[src/hw/status_port_consts.vh]
// constants for the status output port routing block
`ifndef STATUS_PORT_CONSTS_VH
`define STATUS_PORT_CONSTS_VH
`define SEL_W 3
`define SEL_MAX 3'h4
`define SEL_NONE 3'h0
`define NUM_PORTS 4
`define POS_W 32
`define SIG_ZONE 2'h0
`define SIG_HOME 2'h1
`define SIG_PAUSE 2'h2
`define NV_DEPTH 3
`define NV_AW 2
`define POS_ZERO 32'h00000000
`endif
[src/hw/selector_store.v]
// nonvolatile selector store model: three 3-bit words, registered read
`default_nettype none
`include "status_port_consts.vh"
module selector_store (
    input wire i_ref_clk,
    input wire i_wr_en,
    input wire [`NV_AW-1:0] i_wr_addr,
    input wire [`SEL_W-1:0] i_wr_data,
    input wire [`NV_AW-1:0] i_rd_addr,
    output reg [`SEL_W-1:0] o_rd_data
);
    // no reset: contents stand for stored values that survive power loss
    reg [`SEL_W-1:0] mem [0:`NV_DEPTH-1];
    integer k;
    initial begin
        for (k = 0; k < `NV_DEPTH; k = k + 1) begin
            mem[k] = `SEL_NONE;
        end
        o_rd_data = `SEL_NONE;
    end
    always @(posedge i_ref_clk) begin
        if (i_wr_en) begin
            mem[i_wr_addr] <= i_wr_data;
        end
        o_rd_data <= mem[i_rd_addr];
    end
endmodule // selector_store
`default_nettype wire

[src/hw/status_output_port_routing.v]
// routes zone, home and pause flags onto four output ports
// Notes on behaviour
// - selectors take 0..4, read and write
// - selectors start at zero, unassigned
// - new selector acts only after reset
// - writes stored nonvolatile with no save
// - zero routes nowhere, n routes port n
// - zone flag set inside zone limits
// - zone flag evaluated moving or stopped
// - each signal has its own polarity
// - home flag set at valid home
// - home flag off until homing succeeds
// - after homing, home flag when position zero
// - home flag recomputed every cycle
// - pause flag set on pause command/input while motion is active
// - pause flag clear when nothing paused
// - resume command or start clears pause
// - pause-clear input or command clears pause
// - assigned port ignores general output value
`default_nettype none
`include "status_port_consts.vh"
module status_output_port_routing (
    input wire i_ref_clk,
    input wire i_rst_n,
    // selector access, one strobe per command
    input wire i_sel_wr,
    input wire [1:0] i_sel_id,
    input wire [`SEL_W-1:0] i_sel_wdata,
    input wire i_sel_rd,
    output reg o_sel_rd_valid,
    output reg [`SEL_W-1:0] o_sel_active,
    output reg [`SEL_W-1:0] o_sel_pending,
    output reg o_sel_wr_err,
    // polarity parameters: 1 = port high when flag set
    input wire i_in_zone_active_level,
    input wire i_home_flag_active_level,
    input wire i_paused_flag_active_level,
    // motion state
    input wire signed [`POS_W-1:0] i_shaft_position,
    input wire signed [`POS_W-1:0] i_zone_limit_a,
    input wire signed [`POS_W-1:0] i_zone_limit_b,
    input wire signed [`POS_W-1:0] i_commanded_position,
    input wire i_homing_done,
    input wire i_motion_active,
    input wire i_pause_command,
    input wire i_pause_input,
    input wire i_resume_command,
    input wire i_start_input,
    input wire i_pause_clear_input,
    input wire i_pause_clear_command,
    // general-purpose output value
    input wire [`NUM_PORTS-1:0] i_gen_out,
    output reg [`NUM_PORTS-1:0] o_port,
    output reg [`NUM_PORTS-1:0] o_gen_out_readback,
    output reg o_zone_flag,
    output reg o_home_position_flag,
    output reg o_paused_flag
);
    localparam [2:0] ST_LOAD0 = 3'h0;
    localparam [2:0] ST_LOAD1 = 3'h1;
    localparam [2:0] ST_LOAD2 = 3'h2;
    localparam [2:0] ST_LOAD3 = 3'h3;
    localparam [2:0] ST_RUN = 3'h4;

    // port mask for a selector; zero gives an empty mask
    function [`NUM_PORTS-1:0] port_mask;
        input [`SEL_W-1:0] sel;
        begin
            case (sel)
                3'h1: port_mask = 4'h1;
                3'h2: port_mask = 4'h2;
                3'h3: port_mask = 4'h4;
                3'h4: port_mask = 4'h8;
                default: port_mask = 4'h0;
            endcase
        end
    endfunction

    function [`SEL_W-1:0] active_of;
        input [1:0] id;
        input [`SEL_W-1:0] z;
        input [`SEL_W-1:0] h;
        input [`SEL_W-1:0] p;
        begin
            case (id)
                `SIG_ZONE: active_of = z;
                `SIG_HOME: active_of = h;
                default: active_of = p;
            endcase
        end
    endfunction

    reg rst_meta_ff;
    reg rst_sync_ff;
    wire rst_n = rst_sync_ff;
    always @(posedge i_ref_clk or negedge i_rst_n) begin
        if (!i_rst_n) begin
            rst_meta_ff <= 1'b0;
            rst_sync_ff <= 1'b0;
        end else begin
            rst_meta_ff <= 1'b1;
            rst_sync_ff <= rst_meta_ff;
        end
    end

    reg [2:0] state_ff;
    reg [2:0] nxt_state;
    reg [`SEL_W-1:0] zone_sel_ff;
    reg [`SEL_W-1:0] home_sel_ff;
    reg [`SEL_W-1:0] pause_sel_ff;
    reg homed_ff;
    reg paused_ff;
    reg rd_pend_ff;
    reg [1:0] rd_id_ff;
    reg [`NV_AW-1:0] nv_rd_addr;
    wire [`SEL_W-1:0] nv_rd_data;

    wire sel_ok = (i_sel_wdata <= `SEL_MAX) && (i_sel_id <= `SIG_PAUSE);
    wire nv_wr = i_sel_wr && sel_ok && (state_ff == ST_RUN);

    selector_store u_store (
        .i_ref_clk(i_ref_clk),
        .i_wr_en(nv_wr),
        .i_wr_addr(i_sel_id),
        .i_wr_data(i_sel_wdata),
        .i_rd_addr(nv_rd_addr),
        .o_rd_data(nv_rd_data)
    );

    // after each reset the stored selectors are copied into the active set
    always @* begin
        nxt_state = state_ff;
        nv_rd_addr = i_sel_id;
        case (state_ff)
            ST_LOAD0: begin
                nv_rd_addr = `SIG_ZONE;
                nxt_state = ST_LOAD1;
            end
            ST_LOAD1: begin
                nv_rd_addr = `SIG_HOME;
                nxt_state = ST_LOAD2;
            end
            ST_LOAD2: begin
                nv_rd_addr = `SIG_PAUSE;
                nxt_state = ST_LOAD3;
            end
            ST_LOAD3: nxt_state = ST_RUN;
            ST_RUN: nv_rd_addr = i_sel_id;
            default: nxt_state = ST_LOAD0;
        endcase
    end

    always @(posedge i_ref_clk or negedge rst_n) begin
        if (!rst_n) begin
            state_ff <= ST_LOAD0;
            zone_sel_ff <= `SEL_NONE;
            home_sel_ff <= `SEL_NONE;
            pause_sel_ff <= `SEL_NONE;
        end else begin
            state_ff <= nxt_state;
            // active routing only loads here, never on a write
            if (state_ff == ST_LOAD1) begin
                zone_sel_ff <= nv_rd_data;
            end
            if (state_ff == ST_LOAD2) begin
                home_sel_ff <= nv_rd_data;
            end
            if (state_ff == ST_LOAD3) begin
                pause_sel_ff <= nv_rd_data;
            end
        end
    end

    // query: one cycle for the store read, answer on the next
    always @(posedge i_ref_clk or negedge rst_n) begin
        if (!rst_n) begin
            rd_pend_ff <= 1'b0;
            rd_id_ff <= `SIG_ZONE;
            o_sel_rd_valid <= 1'b0;
            o_sel_active <= `SEL_NONE;
            o_sel_pending <= `SEL_NONE;
            o_sel_wr_err <= 1'b0;
        end else begin
            rd_pend_ff <= i_sel_rd && !i_sel_wr && (state_ff == ST_RUN);
            rd_id_ff <= i_sel_id;
            o_sel_rd_valid <= rd_pend_ff;
            o_sel_wr_err <= i_sel_wr && !sel_ok;
            if (rd_pend_ff) begin
                o_sel_active <= active_of(rd_id_ff, zone_sel_ff, home_sel_ff,
                    pause_sel_ff);
                o_sel_pending <= nv_rd_data;
            end
        end
    end

    wire in_zone_lo_hi = (i_shaft_position >= i_zone_limit_a) &&
        (i_shaft_position <= i_zone_limit_b);
    wire in_zone_hi_lo = (i_shaft_position >= i_zone_limit_b) &&
        (i_shaft_position <= i_zone_limit_a);
    // limits may be given in either order; motion state is not consulted
    wire zone_now = in_zone_lo_hi || in_zone_hi_lo;

    wire clear_pause = i_resume_command || i_start_input ||
        i_pause_clear_input || i_pause_clear_command;
    wire set_pause = i_motion_active && (i_pause_command || i_pause_input);

    always @(posedge i_ref_clk or negedge rst_n) begin
        if (!rst_n) begin
            homed_ff <= 1'b0;
            paused_ff <= 1'b0;
        end else begin
            if (i_homing_done) begin
                homed_ff <= 1'b1;
            end
            // a new pause wins over a clear in the same cycle
            if (set_pause) begin
                paused_ff <= 1'b1;
            end else if (clear_pause) begin
                paused_ff <= 1'b0;
            end
        end
    end

    wire home_now = homed_ff && (i_commanded_position == `POS_ZERO);

    reg [`NUM_PORTS-1:0] nxt_port;
    reg [`NUM_PORTS-1:0] nxt_readback;
    reg [`NUM_PORTS-1:0] owned;
    always @* begin
        owned = port_mask(zone_sel_ff) | port_mask(home_sel_ff) |
            port_mask(pause_sel_ff);
        nxt_port = i_gen_out & ~owned;
        nxt_readback = i_gen_out & ~owned;
        // a port picked by two selectors shows the later signal here
        if (zone_sel_ff != `SEL_NONE) begin
            nxt_port = (nxt_port & ~port_mask(zone_sel_ff)) |
                ((zone_now == i_in_zone_active_level) ? port_mask(zone_sel_ff) :
                4'h0);
        end
        if (home_sel_ff != `SEL_NONE) begin
            nxt_port = (nxt_port & ~port_mask(home_sel_ff)) |
                ((home_now == i_home_flag_active_level) ? port_mask(home_sel_ff) :
                4'h0);
        end
        if (pause_sel_ff != `SEL_NONE) begin
            nxt_port = (nxt_port & ~port_mask(pause_sel_ff)) |
                ((paused_ff == i_paused_flag_active_level) ?
                port_mask(pause_sel_ff) : 4'h0);
        end
    end

    always @(posedge i_ref_clk or negedge rst_n) begin
        if (!rst_n) begin
            o_port <= 4'h0;
            o_gen_out_readback <= 4'h0;
            o_zone_flag <= 1'b0;
            o_home_position_flag <= 1'b0;
            o_paused_flag <= 1'b0;
        end else if (state_ff == ST_RUN) begin
            o_port <= nxt_port;
            o_gen_out_readback <= nxt_readback;
            o_zone_flag <= zone_now;
            o_home_position_flag <= home_now;
            o_paused_flag <= paused_ff;
        end
    end
endmodule // status_output_port_routing
`default_nettype wire

[config.mk]
export PLATFORM = sky130hd
export DESIGN_NAME = status_output_port_routing
export DESIGN_NICKNAME = d
export VERILOG_FILES = /design/src/hw/selector_store.v /design/src/hw/status_output_port_routing.v
export VERILOG_INCLUDE_DIRS = /design/src /design/src/hw
export SDC_FILE = /design/constraint.sdc
export NUM_CORES = 1
export LEC_CHECK = 0
export BUFFER_PORTS_ARGS = -buffer_cell sky130_fd_sc_hd__buf_2
export CAP_MARGIN = 20
export CORE_MARGIN = 4
export CORE_UTILIZATION = 45
export DETAILED_ROUTE_END_ITERATION = 12
export MAX_ROUTING_LAYER = met4
export PLACE_DENSITY = 0.73
export SYNTH_ARGS = -nofsm -noshare
export SYNTH_HDL_FRONTEND = slang
export SYNTH_SLANG_ARGS = --single-unit
[constraint.sdc]
create_clock -name i_ref_clk -period 1.4 [get_ports i_ref_clk]
set_input_delay 0.21 -clock i_ref_clk [delete_from_list [all_inputs] [get_ports i_ref_clk]]
set_output_delay 0.21 -clock i_ref_clk [all_outputs]
set_load 0.05 [all_outputs]
# Word level (Yosys, flattened, before mapping)
# Memories as Yosys holds them, arrays and structs flattened. A register that Yosys moved wholly into a read port is not among the register bits.
# Cells that the tools add are included.
[word_totals]
elab_cells = 102
in_bits = 152
latchBits = 0
out_inout_bits = 19
romBits = 0
ramBits = 9
reg_bits = 38
memories = 1
[op_classes]
muxes = 19
reduce_logical = 24
addsub = 0
shifts = 0
n_eq_ne = 20
n_lt_le_gt_ge = 6
n_div = 0
bitwise_logic = 13
multipliers = 0
[memory_table]
columns = ["name", "depth", "width", "rd", "rd_ports_with_merged_regs", "wr", "line_no", "rtl"]
rows = [
  ["u_store.mem", 3, 3, 1, 1, 1, "selector_store.v:13", "reg [`SEL_W-1:0] mem [0:`NV_DEPTH-1];"],
]
[ops]
columns = ["op", "n"]
rows = [
  ["32-bit greater-or-equal comparator", 2],
  ["32-bit less-or-equal comparator", 2],
  ["4-bit one-hot mux with 4 select lines", 3],
  ["4-bit two-way mux", 9],
  ["32-bit zero test", 1],
  ["3-bit by 2-bit equality test with 1-bit output, second input constant", 8],
  ["4-bit bitwise OR", 5],
  ["4-bit bitwise AND", 4],
  ["4-bit NOT", 4],
  ["3-bit one-hot mux with 5 select lines", 1],
  ["3-bit by 1-bit equality test with 1-bit output, second input constant", 4],
  ["3-bit equality test, second input constant", 4],
  ["1-bit logical AND", 10],
  ["3-bit nonzero test", 3],
  ["2-bit one-hot mux with 3 select lines", 1],
  ["3-bit one-hot mux with 2 select lines", 1],
  ["1-bit logical OR", 5],
  ["1-bit two-way mux", 4],
  ["1-bit equality test", 3],
  ["3-bit less-or-equal comparator, second input constant", 1],
  ["3-bit zero test", 1],
  ["2-bit by 1-bit equality test with 1-bit output, second input constant", 1],
  ["2-bit less-or-equal comparator, second input constant", 1],
  ["1-bit zero test", 2],
  ["2 further kinds", 2],
]

# Depth between registers and ports, before layout
# Gate-level depths: netlist of run 1.
[depth]
ltp_word = 15
ltp_mapped = 11
ltp_nobuf = 11

# Cells and area by module
# From an unflattened synthesis of run 1, not the netlist that was laid out.
[unflattened]
cells_unflattened = 432
area_unflattened_um2 = 3912.5
[modules_own_cells]
columns = ["mod", "area_per_inst_um2", "instances", "seq_area_each_um2", "cells_each"]
rows = [
  ["status_output_port_routing", 3500.9, 1, 950.9, 408],
  ["selector_store", 411.6, 1, 330.3, 24],
]

# Worst setup path after synthesis of run 1
# OpenSTA, ideal clock, no wires.
[synth_path]
path_type = "input -> register"
start = "in i_zone_limit_a[1]"
end = "reg o_port[3]"
slack_ns = -0.812
required_time_ns = 1.335
t_arrival_ns = 2.148
cell_stages = 11
cell_sequence = "inv_1 -> ha_1 -> nor2b_1 -> o211ai_2 -> a21oi_1 -> o311ai_1 -> nand4_1 -> xnor2_1 -> mux2i_2 -> mux2i_1 -> o21a_1"
[synth_between]
elab_chain_cells = 13
word_cells_on_any_way = 15
[synth_rtl]
columns = ["element", "line_no", "rtl"]
rows = [
  ["start, declared", "status_output_port_routing.v:40", "input wire signed [`POS_W-1:0] i_zone_limit_a,"],
  ["32-bit greater-or-equal comparator or 32-bit less-or-equal comparator (tied branches)", "status_output_port_routing.v:196, status_output_port_routing.v:199", ""],
  ["1-bit logical AND (on tied branches)", "status_output_port_routing.v:196, status_output_port_routing.v:198", ""],
  ["1-bit logical OR *", "status_output_port_routing.v:201", "wire zone_now = in_zone_lo_hi || in_zone_hi_lo;"],
  ["1-bit equality test *", "status_output_port_routing.v:237", "((zone_now == i_in_zone_active_level) ? port_mask(zone_sel_ff) :"],
  ["4-bit two-way mux *", "status_output_port_routing.v:237", ""],
  ["4-bit bitwise OR *", "status_output_port_routing.v:236", "nxt_port = (nxt_port & ~port_mask(zone_sel_ff)) |"],
  ["4-bit two-way mux *", "status_output_port_routing.v:235", "if (zone_sel_ff != `SEL_NONE) begin"],
  ["4-bit bitwise AND", "status_output_port_routing.v:241", "nxt_port = (nxt_port & ~port_mask(home_sel_ff)) |"],
  ["4-bit bitwise OR", "status_output_port_routing.v:241", ""],
  ["4-bit two-way mux *", "status_output_port_routing.v:240", "if (home_sel_ff != `SEL_NONE) begin"],
  ["4-bit bitwise AND", "status_output_port_routing.v:246", "nxt_port = (nxt_port & ~port_mask(pause_sel_ff)) |"],
  ["4-bit bitwise OR", "status_output_port_routing.v:246", ""],
  ["4-bit two-way mux *", "status_output_port_routing.v:245", "if (pause_sel_ff != `SEL_NONE) begin"],
  ["end signal, assigned", "status_output_port_routing.v:260", "o_port <= nxt_port;"],
  ["end, declared", "status_output_port_routing.v:53", "output reg [`NUM_PORTS-1:0] o_port,"],
]
# Every way passes the cells marked *; elsewhere a longest branch is shown, timed or not.
# A chain may end at the register's enable or synchronous reset.

# Final worst setup path of run 1
# Ends and elaborated chain as after synthesis.

==> results of run 1 <==
[final timing paths]
kind / from / slack (ns) / cells after the start / endpoint
worst max-delay path: i_zone_limit_a[1] / -0.64 / 13 / o_port[3]
worst min-delay path: rst_n / 0.04 / 0 / homed_ff
worst max register to register: homed_ff / -0.51 / 9 / o_port[1]
worst min register to register: rst_n / 0.04 / 0 / homed_ff
max in group asynchronous: rst_n / 0.71 / 1 / state_ff[2]
min in group i_ref_clk: i_sel_wr / 0.08 / 2 / rd_pend_ff
[per-layer routing]
layer | vias to the layer above | share of wire (%) | GRT usage [%]
li1 | 1999 | - | -
met5 | - | 0 | -
met1 | 1858 | 41 | 27.3
met4 | 0 | 1.6 | 4.40
met2 | 164 | 51 | 42.4
met3 | 19 | 6.2 | 3.86
[synthesized netlist by cell type (all sizes together), types with 2 or more instances]
library cell / n
a21oi: 32
mux2i: 10
nor3: 8
nand2: 41
nor4: 9
inv: 65
dfxtp: 3
a21boi: 3
a211oi: 2
nand3b: 4
o22ai: 3
edfxtp: 9
nand4: 22
a22oi: 2
and3b: 2
ha: 64
a221oi: 2
nor2b: 2
nand3: 12
a21o: 5
o211ai: 3
nor3b: 10
or4: 2
xnor2: 4
dfrtp: 38
clkbuf: 5
o21a: 2
nor2: 25
o21ai: 15
mux2: 15
[flip-flops by register name, indices dropped and copies added, names as in the netlist]
name and flops:
state_ff 3, o_gen_out_readback 4, u_store.o_rd_data 3, o_sel_wr_err 1
o_home_position_flag 1, o_port 4, o_sel_active 3, zone_sel_ff 3
pause_sel_ff 3, o_sel_rd_valid 1, homed_ff 1, rd_id_ff 2
paused_ff 1, rst_meta_ff 1, u_store.mem 9, o_zone_flag 1
home_sel_ff 3, rd_pend_ff 1, o_paused_flag 1, o_sel_pending 3
rst_n 1
[where the power goes]
part	switching, uW	internal, uW	total (uW)
clock network	496	354	850
registers	46.1	1550	1600
logic	769	682	1450
total	1310	2590	3900
[stage by stage]
stage | setup TNS, ns | total power [uW] | std cells | setup WS (ns)
after global placement | -5.61 | 2800 | 745 | -0.990
after floorplan | -5.33 | 2320 | 434 | -0.783
after CTS | -4.09 | 3800 | 760 | -0.613
final | -4.53 | 3900 | 763 | -0.643
after detailed placement | -6.18 | 2850 | 745 | -1.06
after global routing | -5.77 | 4130 | 763 | -0.732
[worst register-to-register path, cell delays in order, from the launching register on]
cell	delay, ns
sky130_fd_sc_hd__dfrtp_1	0.36
sky130_fd_sc_hd__nor4b_2	0.18
sky130_fd_sc_hd__nand4_1	0.12
sky130_fd_sc_hd__nor4_2	0.25
sky130_fd_sc_hd__and4_4	0.27
sky130_fd_sc_hd__xnor2_2	0.14
sky130_fd_sc_hd__nand3b_1	0.14
sky130_fd_sc_hd__nand3_2	0.11
sky130_fd_sc_hd__o22ai_2	0.07
sky130_fd_sc_hd__a211oi_2	0.20
[cell families (layout without fill, tap and decap cells)]
group / after synthesis / in the layout / synth area share (%)
AOI/OAI and AO/OA: 76 / 76 / 11.9
xor gates and xnor gates: 5 / 5 / 1.12
adders and majority gates: 64 / 64 / 20.5
buffers and inverters: 70 / 294 / 6.72
DFF: 50 / 50 / 32.8
muxes: 25 / 25 / 6.98
other: 1 / 1 / 0.0959
and+or+nand+nor: 143 / 143 / 19.9
[area by class of cell]
cell class / count / share of cell area, %
clock buffers: 6 / 1.21
flip-flops and latches: 50 / 21.4
well taps: 105 / 2.19
clock inverters: 2 / 0.230
multi-input cells: 314 / 47.8
repair buffers: 221 / 22.9
inverters: 65 / 4.28
[what timing repair did]
item / 4_1_cts / 5_1_grt
pin swaps: 32 / 16
endpoints found under the hold margin: 2 / 0
buffers inserted: 6 / 3
resized for setup: 66 / 43
endpoints found under the setup margin: 18 / 23
hold buffers: 1 / 0
==> qor.yml, run 1 <==
die_w_um: 101
synth_ff_type: "sky130_fd_sc_hd__dfrtp_1"
grt_start_max_net_pins: 35
fin_ws_ns: -0.643
yosys-top-cells-area: "sky130_fd_sc_hd__dfrtp_1, sky130_fd_sc_hd__ha_1, sky130_fd_sc_hd__edfxtp_1, sky130_fd_sc_hd__inv_1, sky130_fd_sc_hd__mux2_2"
syn-cell-area_mm2: 0.00391
tritoncts: "done"
num_cts_buffers: 5
first_global_vias: 4227
failed_checks: "negative setup slack"
h-tree-depth: 2
avgViaCountPerCell: 5.29
cap_violations: 0
placement.io_buffers: 170
outcome: "complete, but fails checks"
number_of_antenna_violations_at_the_first_check_in_global_routing: 0
fin_crit_share_pct: 146
yosys_warnings: 0
power.ir.vdd_worst_uv: 556
postRouteWirelength_um: 12100
cp_cell_sequence: "buf_8, inv_12, ha_4, nor2b_4, o211ai_2, a21oi_2, o311ai_1, nand4_1, xnor2_2, mux2i_2, buf_4, mux2i_1, o21a_1"
clkLatencyLatePin_ns: 0.31
nNetsFinal: 873
layout.cells.most_common: "sky130_fd_sc_hd__buf_2"
ys_async_sr_fraction_pct: 76.0
top_achievable_clock_speed_ghz: 0.489
globalplace.congestion: 1.02
share_of_post_route_cells_with_drive_strength_above_1_pct: 49.4
ys_ff_latch: 50
critPathMaxFanout: 5
die_h_um: 101
leakage_uw: 0.00302
timing.critical_path.required_ns: 1.65
startpoint_kind_of_the_worst_setup_timing_path: "input port"
firstDrtPassIters: 4
fin_area_mm2: 0.00599
final_cell_mix: "sky130_fd_sc_hd__buf_2, sky130_fd_sc_hd__inv_1, sky130_fd_sc_hd__buf_4, sky130_fd_sc_hd__ha_1, sky130_fd_sc_hd__nand2_1"
final_hold_viol_count: 0
cellPowerDensity_mw_per_mm2: 651
slew_viol_final: 0
routed-via-count: 4040
antenna_left: 0
rsz0062_at_grt: "yes"
clock-sinks: 50
grt_util_all_layers_pct: 23.4
final-seq-area_mm2: 0.00128
coreArea_mm2: 0.00834
n_fill_cell: 600
dpl.hpwl_um: 9540
synth_largest_type_area_fraction_pct: 24.3
num_antenna_cells: 0
synth.largest_area_cell: "sky130_fd_sc_hd__dfrtp_1"
die_area_mm2: 0.0102
grt.overflow.total: 0
cp-end-kind: "register"
crit_path_max_incr_delay_ns: 0.29
worstPathArrival_ns: 2.29
fin_hold_ws_ns: 0.0439
setup_skew_ns: 0.00724
wire_length_of_the_first_global_routing_pass_um: 18700
hold_class: "register to async pin"
final-setup-viol-count: 14
multi_input_area_mm2: 0.00286
ys_seq_area_share_pct: 32.8
drt-initial-drc-count: 142
cpLargestDelayFamily: "compound AO/OA/AOI/OAI gates"
cts_buffer_depth: 2
wire_per_inst_um: 15.8
critical_path_buf_inv_count: 3
worst_setup_hold_path_clk_slew_ns: 0.09
io_pins: 171
post-route-min-period_ns: 2.04
num_rows: 33
critical_path_class: "input port to register"
layout.core_utilization_pct: 71.8
clk_root_buffer_cell: "sky130_fd_sc_hd__clkbuf_8"
area_delta_synth_final_pct: 53.3
number_of_unique_standard_cell_types_used_by_synthesis: 51
post_synth_inst_count: 434
mappedNetlistNets: 650
initial_utilization_pct: 46.9
drc: 0
crit_path_top_delay_cell: "sky130_fd_sc_hd__o311ai_1"
syn-mean-instance-area_um2: 9.01
placement.cell_area_mm2: 0.00526
number_of_synthesized_flops_with_an_enable_pin: 9
No activity file was read; power rests on OpenSTA's default activity.
==> run 2: changes to the inputs <==
Settings changed: ABC_AREA set to 1, PLACE_DENSITY 0.73 to 0.72.
==> run 2 against run 1 <==
Net effect: the flow still finishes with violations (negative setup slack); core utilization up 4.6 points; register-to-register slack better by 0.34 ns; critical path depth up 4; power up 12%; synthesized cell count up 23%; largest power group is now combinational cells; first-iteration DRC count up 36%; via count up 12%; non-clock buffer count up 4; worst setup slack better by 0.23 ns; count of clock-buffer cells in the layout unchanged; critical path type unchanged; combinational power up 20%; largest cell class unchanged.
==> qor.yml, run 2 <==
placed_cells_incl_taps: 848  # +14%
number_of_antenna_violations_at_the_first_check_in_global_routing: 0  # unchanged
h-tree-depth: 2  # unchanged
avgViaCountPerCell: 5.19  # -2.1%
multi_input_area_mm2: 0.00326  # +14%
fin_setup_tns_ns: -1.97  # +2.56 ns
whs_endpoint: "rd_id_ff[0]"
area_delta_synth_final_pct: 65.7
post_synth_xor_area_fraction_pct: 0.657  # -0.46 points
synth-compound-area-share_pct: 12.4  # +0.57 points
grt.overflow.total: 0  # unchanged
top_achievable_clock_speed_ghz: 0.551  # +13%
worstPathArrival_ns: 2.06  # -0.23 ns
post-place-ws_ns: -0.739  # +0.318 ns
critPathMaxFanout: 4  # -1
ys_async_sr_fraction_pct: 76.0  # unchanged
register_bank_with_the_most_flops: "u_store.mem"
layout.cells.most_common: "sky130_fd_sc_hd__buf_2"
timing.critical_path.required_ns: 1.64  # about the same
share_of_post_route_cells_with_drive_strength_above_1_pct: 52.4  # +3.0 points
failed_checks: "negative setup slack"
worst_setup_hold_path_clk_slew_ns: 0.09  # about the same
ys_seq_area_share_pct: 32.0  # -0.76 points
outcome: "complete, but fails checks"
synth_simple_gate_area_share_pct: 24.4  # +4.4 points
firstDrtPassIters: 4  # unchanged
min_path_cells: 1
synthAdderAreaFrac_pct: 20.0  # -0.47 points
fin_crit_share_pct: 130  # -16 points
cp-end-kind: "register"
timing.reg2reg.worst_path_depth: 7  # -2
critical_path_class: "input port to register"
die_area_mm2: 0.0105  # +2.2%
layout.core_utilization_pct: 76.4  # +4.6 points
number_of_unique_standard_cell_types_used_by_synthesis: 38  # -25%
globalplace.congestion: 0.930  # -9.0%
worstReg2RegStart: "homed_ff"
dpl.hpwl_um: 9700  # +1.7%
wire_length_of_the_first_global_routing_pass_um: 19500  # +4.7%
postRouteWirelength_um: 13700  # +13%
die_h_um: 102  # +1.1%
netlist_top_cells_count: "sky130_fd_sc_hd__inv_1, sky130_fd_sc_hd__nand2_1, sky130_fd_sc_hd__ha_1, sky130_fd_sc_hd__nor2_1, sky130_fd_sc_hd__a21oi_1"
syn-cell-area_mm2: 0.00400  # +2.4%
cellPowerDensity_mw_per_mm2: 656  # +0.87%
worstHoldStart: "i_sel_id[0]"
synth_largest_type_area_fraction_pct: 23.8  # -0.56 points
antenna_left: 0  # unchanged
clk_root_buffer_cell: "sky130_fd_sc_hd__clkbuf_8"
number_of_synthesized_flops_with_an_enable_pin: 9  # unchanged
io_pins: 171  # unchanged
slew_viol_final: 0  # unchanged
num_antenna_cells: 0  # unchanged
ys_ff_latch: 50  # unchanged
die_w_um: 102  # +1.1%
synth_top_family_by_area: "simple AND/OR/NAND/NOR gates"
num_rows: 34  # +3.0%
wire_per_inst_um: 15.7  # -0.88%
clkLatencyLatePin_ns: 0.31  # about the same
num_cts_buffers: 5  # unchanged
setup_skew_ns: 0.0152  # +0.00793 ns
final-setup-viol-count: 5  # -9
syn-mean-instance-area_um2: 7.48  # -17%
mappedNetlistNets: 751  # +16%
crit_path_max_incr_delay_ns: 0.27  # -0.02 ns
leakage_uw: 0.00338  # +12%
final-seq-area_mm2: 0.00128  # about the same
power.ir.vdd_worst_uv: 766  # +38%
cp_cell_sequence: "buf_2, inv_2, ha_4, nand2_4, nor2_4, nand2_4, nor3_4, nand2_4, nand2_4, nand2_4, nand3_2, nand3b_1, nand2_2, nand3_2, nand2_1, nand2_1, a21oi_2"
post-route-min-period_ns: 1.81  # -0.230 ns
grt_util_all_layers_pct: 24.0  # +0.64 points
hold_class: "input port to register"
cts_buffer_depth: 2  # unchanged
final_hold_viol_count: 0  # unchanged
nNetsFinal: 980  # +12%
synth_ff_type: "sky130_fd_sc_hd__dfrtp_1"
placement.io_buffers: 170  # unchanged
initial_utilization_pct: 46.1  # -0.76 points
yosys-top-cells-area: "sky130_fd_sc_hd__dfrtp_1, sky130_fd_sc_hd__ha_1, sky130_fd_sc_hd__inv_1, sky130_fd_sc_hd__nand2_1, sky130_fd_sc_hd__edfxtp_1"
n_fill_cell: 608  # +1.3%
coreArea_mm2: 0.00868  # +4.1%
startpoint_kind_of_the_worst_setup_timing_path: "input port"
synth_mux_area_share_pct: 0  # -7.0 points
finish.cell_count_without_fillers: 873  # +14%
fin_hold_ws_ns: 0.0655  # +0.0216 ns
post_synth_inst_count: 535  # +23%
cap_violations: 0  # unchanged
rsz0062_at_grt: "yes"
biggestRegsByFlops: "u_store.mem: 9 flops, o_gen_out_readback: 4 flops, o_port: 4 flops"
routed-via-count: 4527  # +12%
tritoncts: "done"
worstReg2RegEnd: "o_port[1]"
clock-sinks: 50  # unchanged
final_cell_mix: "sky130_fd_sc_hd__buf_2, sky130_fd_sc_hd__nand2_1, sky130_fd_sc_hd__inv_1, sky130_fd_sc_hd__buf_4, sky130_fd_sc_hd__ha_4"
largest_register_ffs: 9  # unchanged
critical_path_buf_inv_count: 2  # -1
fin_ws_ns: -0.413  # +0.230 ns
drc: 0  # unchanged
crit_path_top_delay_cell: "sky130_fd_sc_hd__ha_4"
cpLargestDelayFamily: "simple AND/OR/NAND/NOR gates"
drt-initial-drc-count: 193  # +36%
grt_start_max_net_pins: 23  # -34%
synth.largest_area_cell: "sky130_fd_sc_hd__dfrtp_1"
first_global_vias: 4540  # +7.4%
timing.reg2reg.setup_slack_ns: -0.17  # +0.34 ns
yosys_warnings: 0  # unchanged
timing.critical_path.mode_cell: "sky130_fd_sc_hd__nand2_4"
==> run 2: changes by cell type after synthesis, moves of 6 or more <==
cell,before,now
sky130_fd_sc_hd__nand2_2,0,6
sky130_fd_sc_hd__nand2_1,41,106
sky130_fd_sc_hd__nor2_1,25,45
sky130_fd_sc_hd__nand4_1,19,8
sky130_fd_sc_hd__mux2i_1,9,0
sky130_fd_sc_hd__a21oi_1,32,39
sky130_fd_sc_hd__nand3_1,12,20
sky130_fd_sc_hd__inv_1,65,106
sky130_fd_sc_hd__nor3b_1,10,1
sky130_fd_sc_hd__o21ai_0,14,25
sky130_fd_sc_hd__nor3_1,8,14
sky130_fd_sc_hd__mux2_2,15,0
==> run 2: routing by layer <==
| metal | GRT usage [%] | vias up | share of wire (%) |
|---|---|---|---|
| met3 | 2.80 | 31 | 6.6 |
| li1 | - | 2217 | - |
| met1 | 27.5 | 2090 | 39 |
| met4 | 4.84 | 0 | 2.3 |
| met5 | - | - | 0 |
| met2 | 44.9 | 189 | 52 |
==> run 2: per-stage QoR <==
stage,total power (uW),cell area (um^2)
finish,4350,6630
global route,4580,6630
CTS,4140,6210
detailed placement,2900,5540
global placement,2850,5540
floorplan,2370,4280
==> run 2: logic make-up after synthesis <==
| logic type | Yosys count |
|---|---|
| xor gates and xnor gates | 3 |
| DFF | 50 |
| other | 1 |
| adders and majority gates | 64 |
| buffers and inverters | 111 |
| AOI/OAI and AO/OA | 87 |
| and+or+nand+nor | 219 |
==> run 2: what timing repair did <==
item / in CTS / in global routing
resized for setup: 100 / 78
hold buffers: 1 / 0
pin swaps: 47 / 41
setup endpoints to repair: 19 / 21
cloned: 0 / 0
endpoints found under the hold margin: 2 / 0
buffers inserted: 10 / 7
==> run 2: final cells by class <==
type / count / share of cell area (%)
clock buffers: 6 / 1.09
clock inverters: 2 / 0.566
inverters: 108 / 6.68
multi-input cells: 374 / 49.2
flip-flops and latches: 50 / 19.4
well taps: 108 / 2.04
repair buffers: 225 / 21.0
==> run 2: report_power, final <==
| part | total (uW) | internal [uW] | switching (uW) |
|---|---|---|---|
| Clock | 1020 | 534 | 491 |
| Combinational | 1740 | 779 | 960 |
| Sequential | 1590 | 1550 | 39.2 |
| Total | 4350 | 2860 | 1490 |
==> run 2: worst max-delay path by stage <==
stage	slack, ns	start	to	cells after the start
floorplan	-0.29	i_zone_limit_a[27]	o_port[3]	16
global placement	-0.59	i_zone_limit_a[27]	o_port[3]	17
detailed placement	-0.74	i_shaft_position[7]	o_port[0]	13
CTS	-0.27	i_shaft_position[7]	o_port[0]	13
global route	-0.51	i_zone_limit_a[25]	o_port[3]	17
finish	-0.41	i_zone_limit_b[25]	o_port[0]	17
==> run 2: worst reg2reg max path: cells and delay by family, from the launching register on <==
kind            cells  cell delay, ns
compound gates      2            0.40
xor+xnor            1            0.25
simple gates        3            0.42
buf+inv             1            0.10
flops               1            0.35
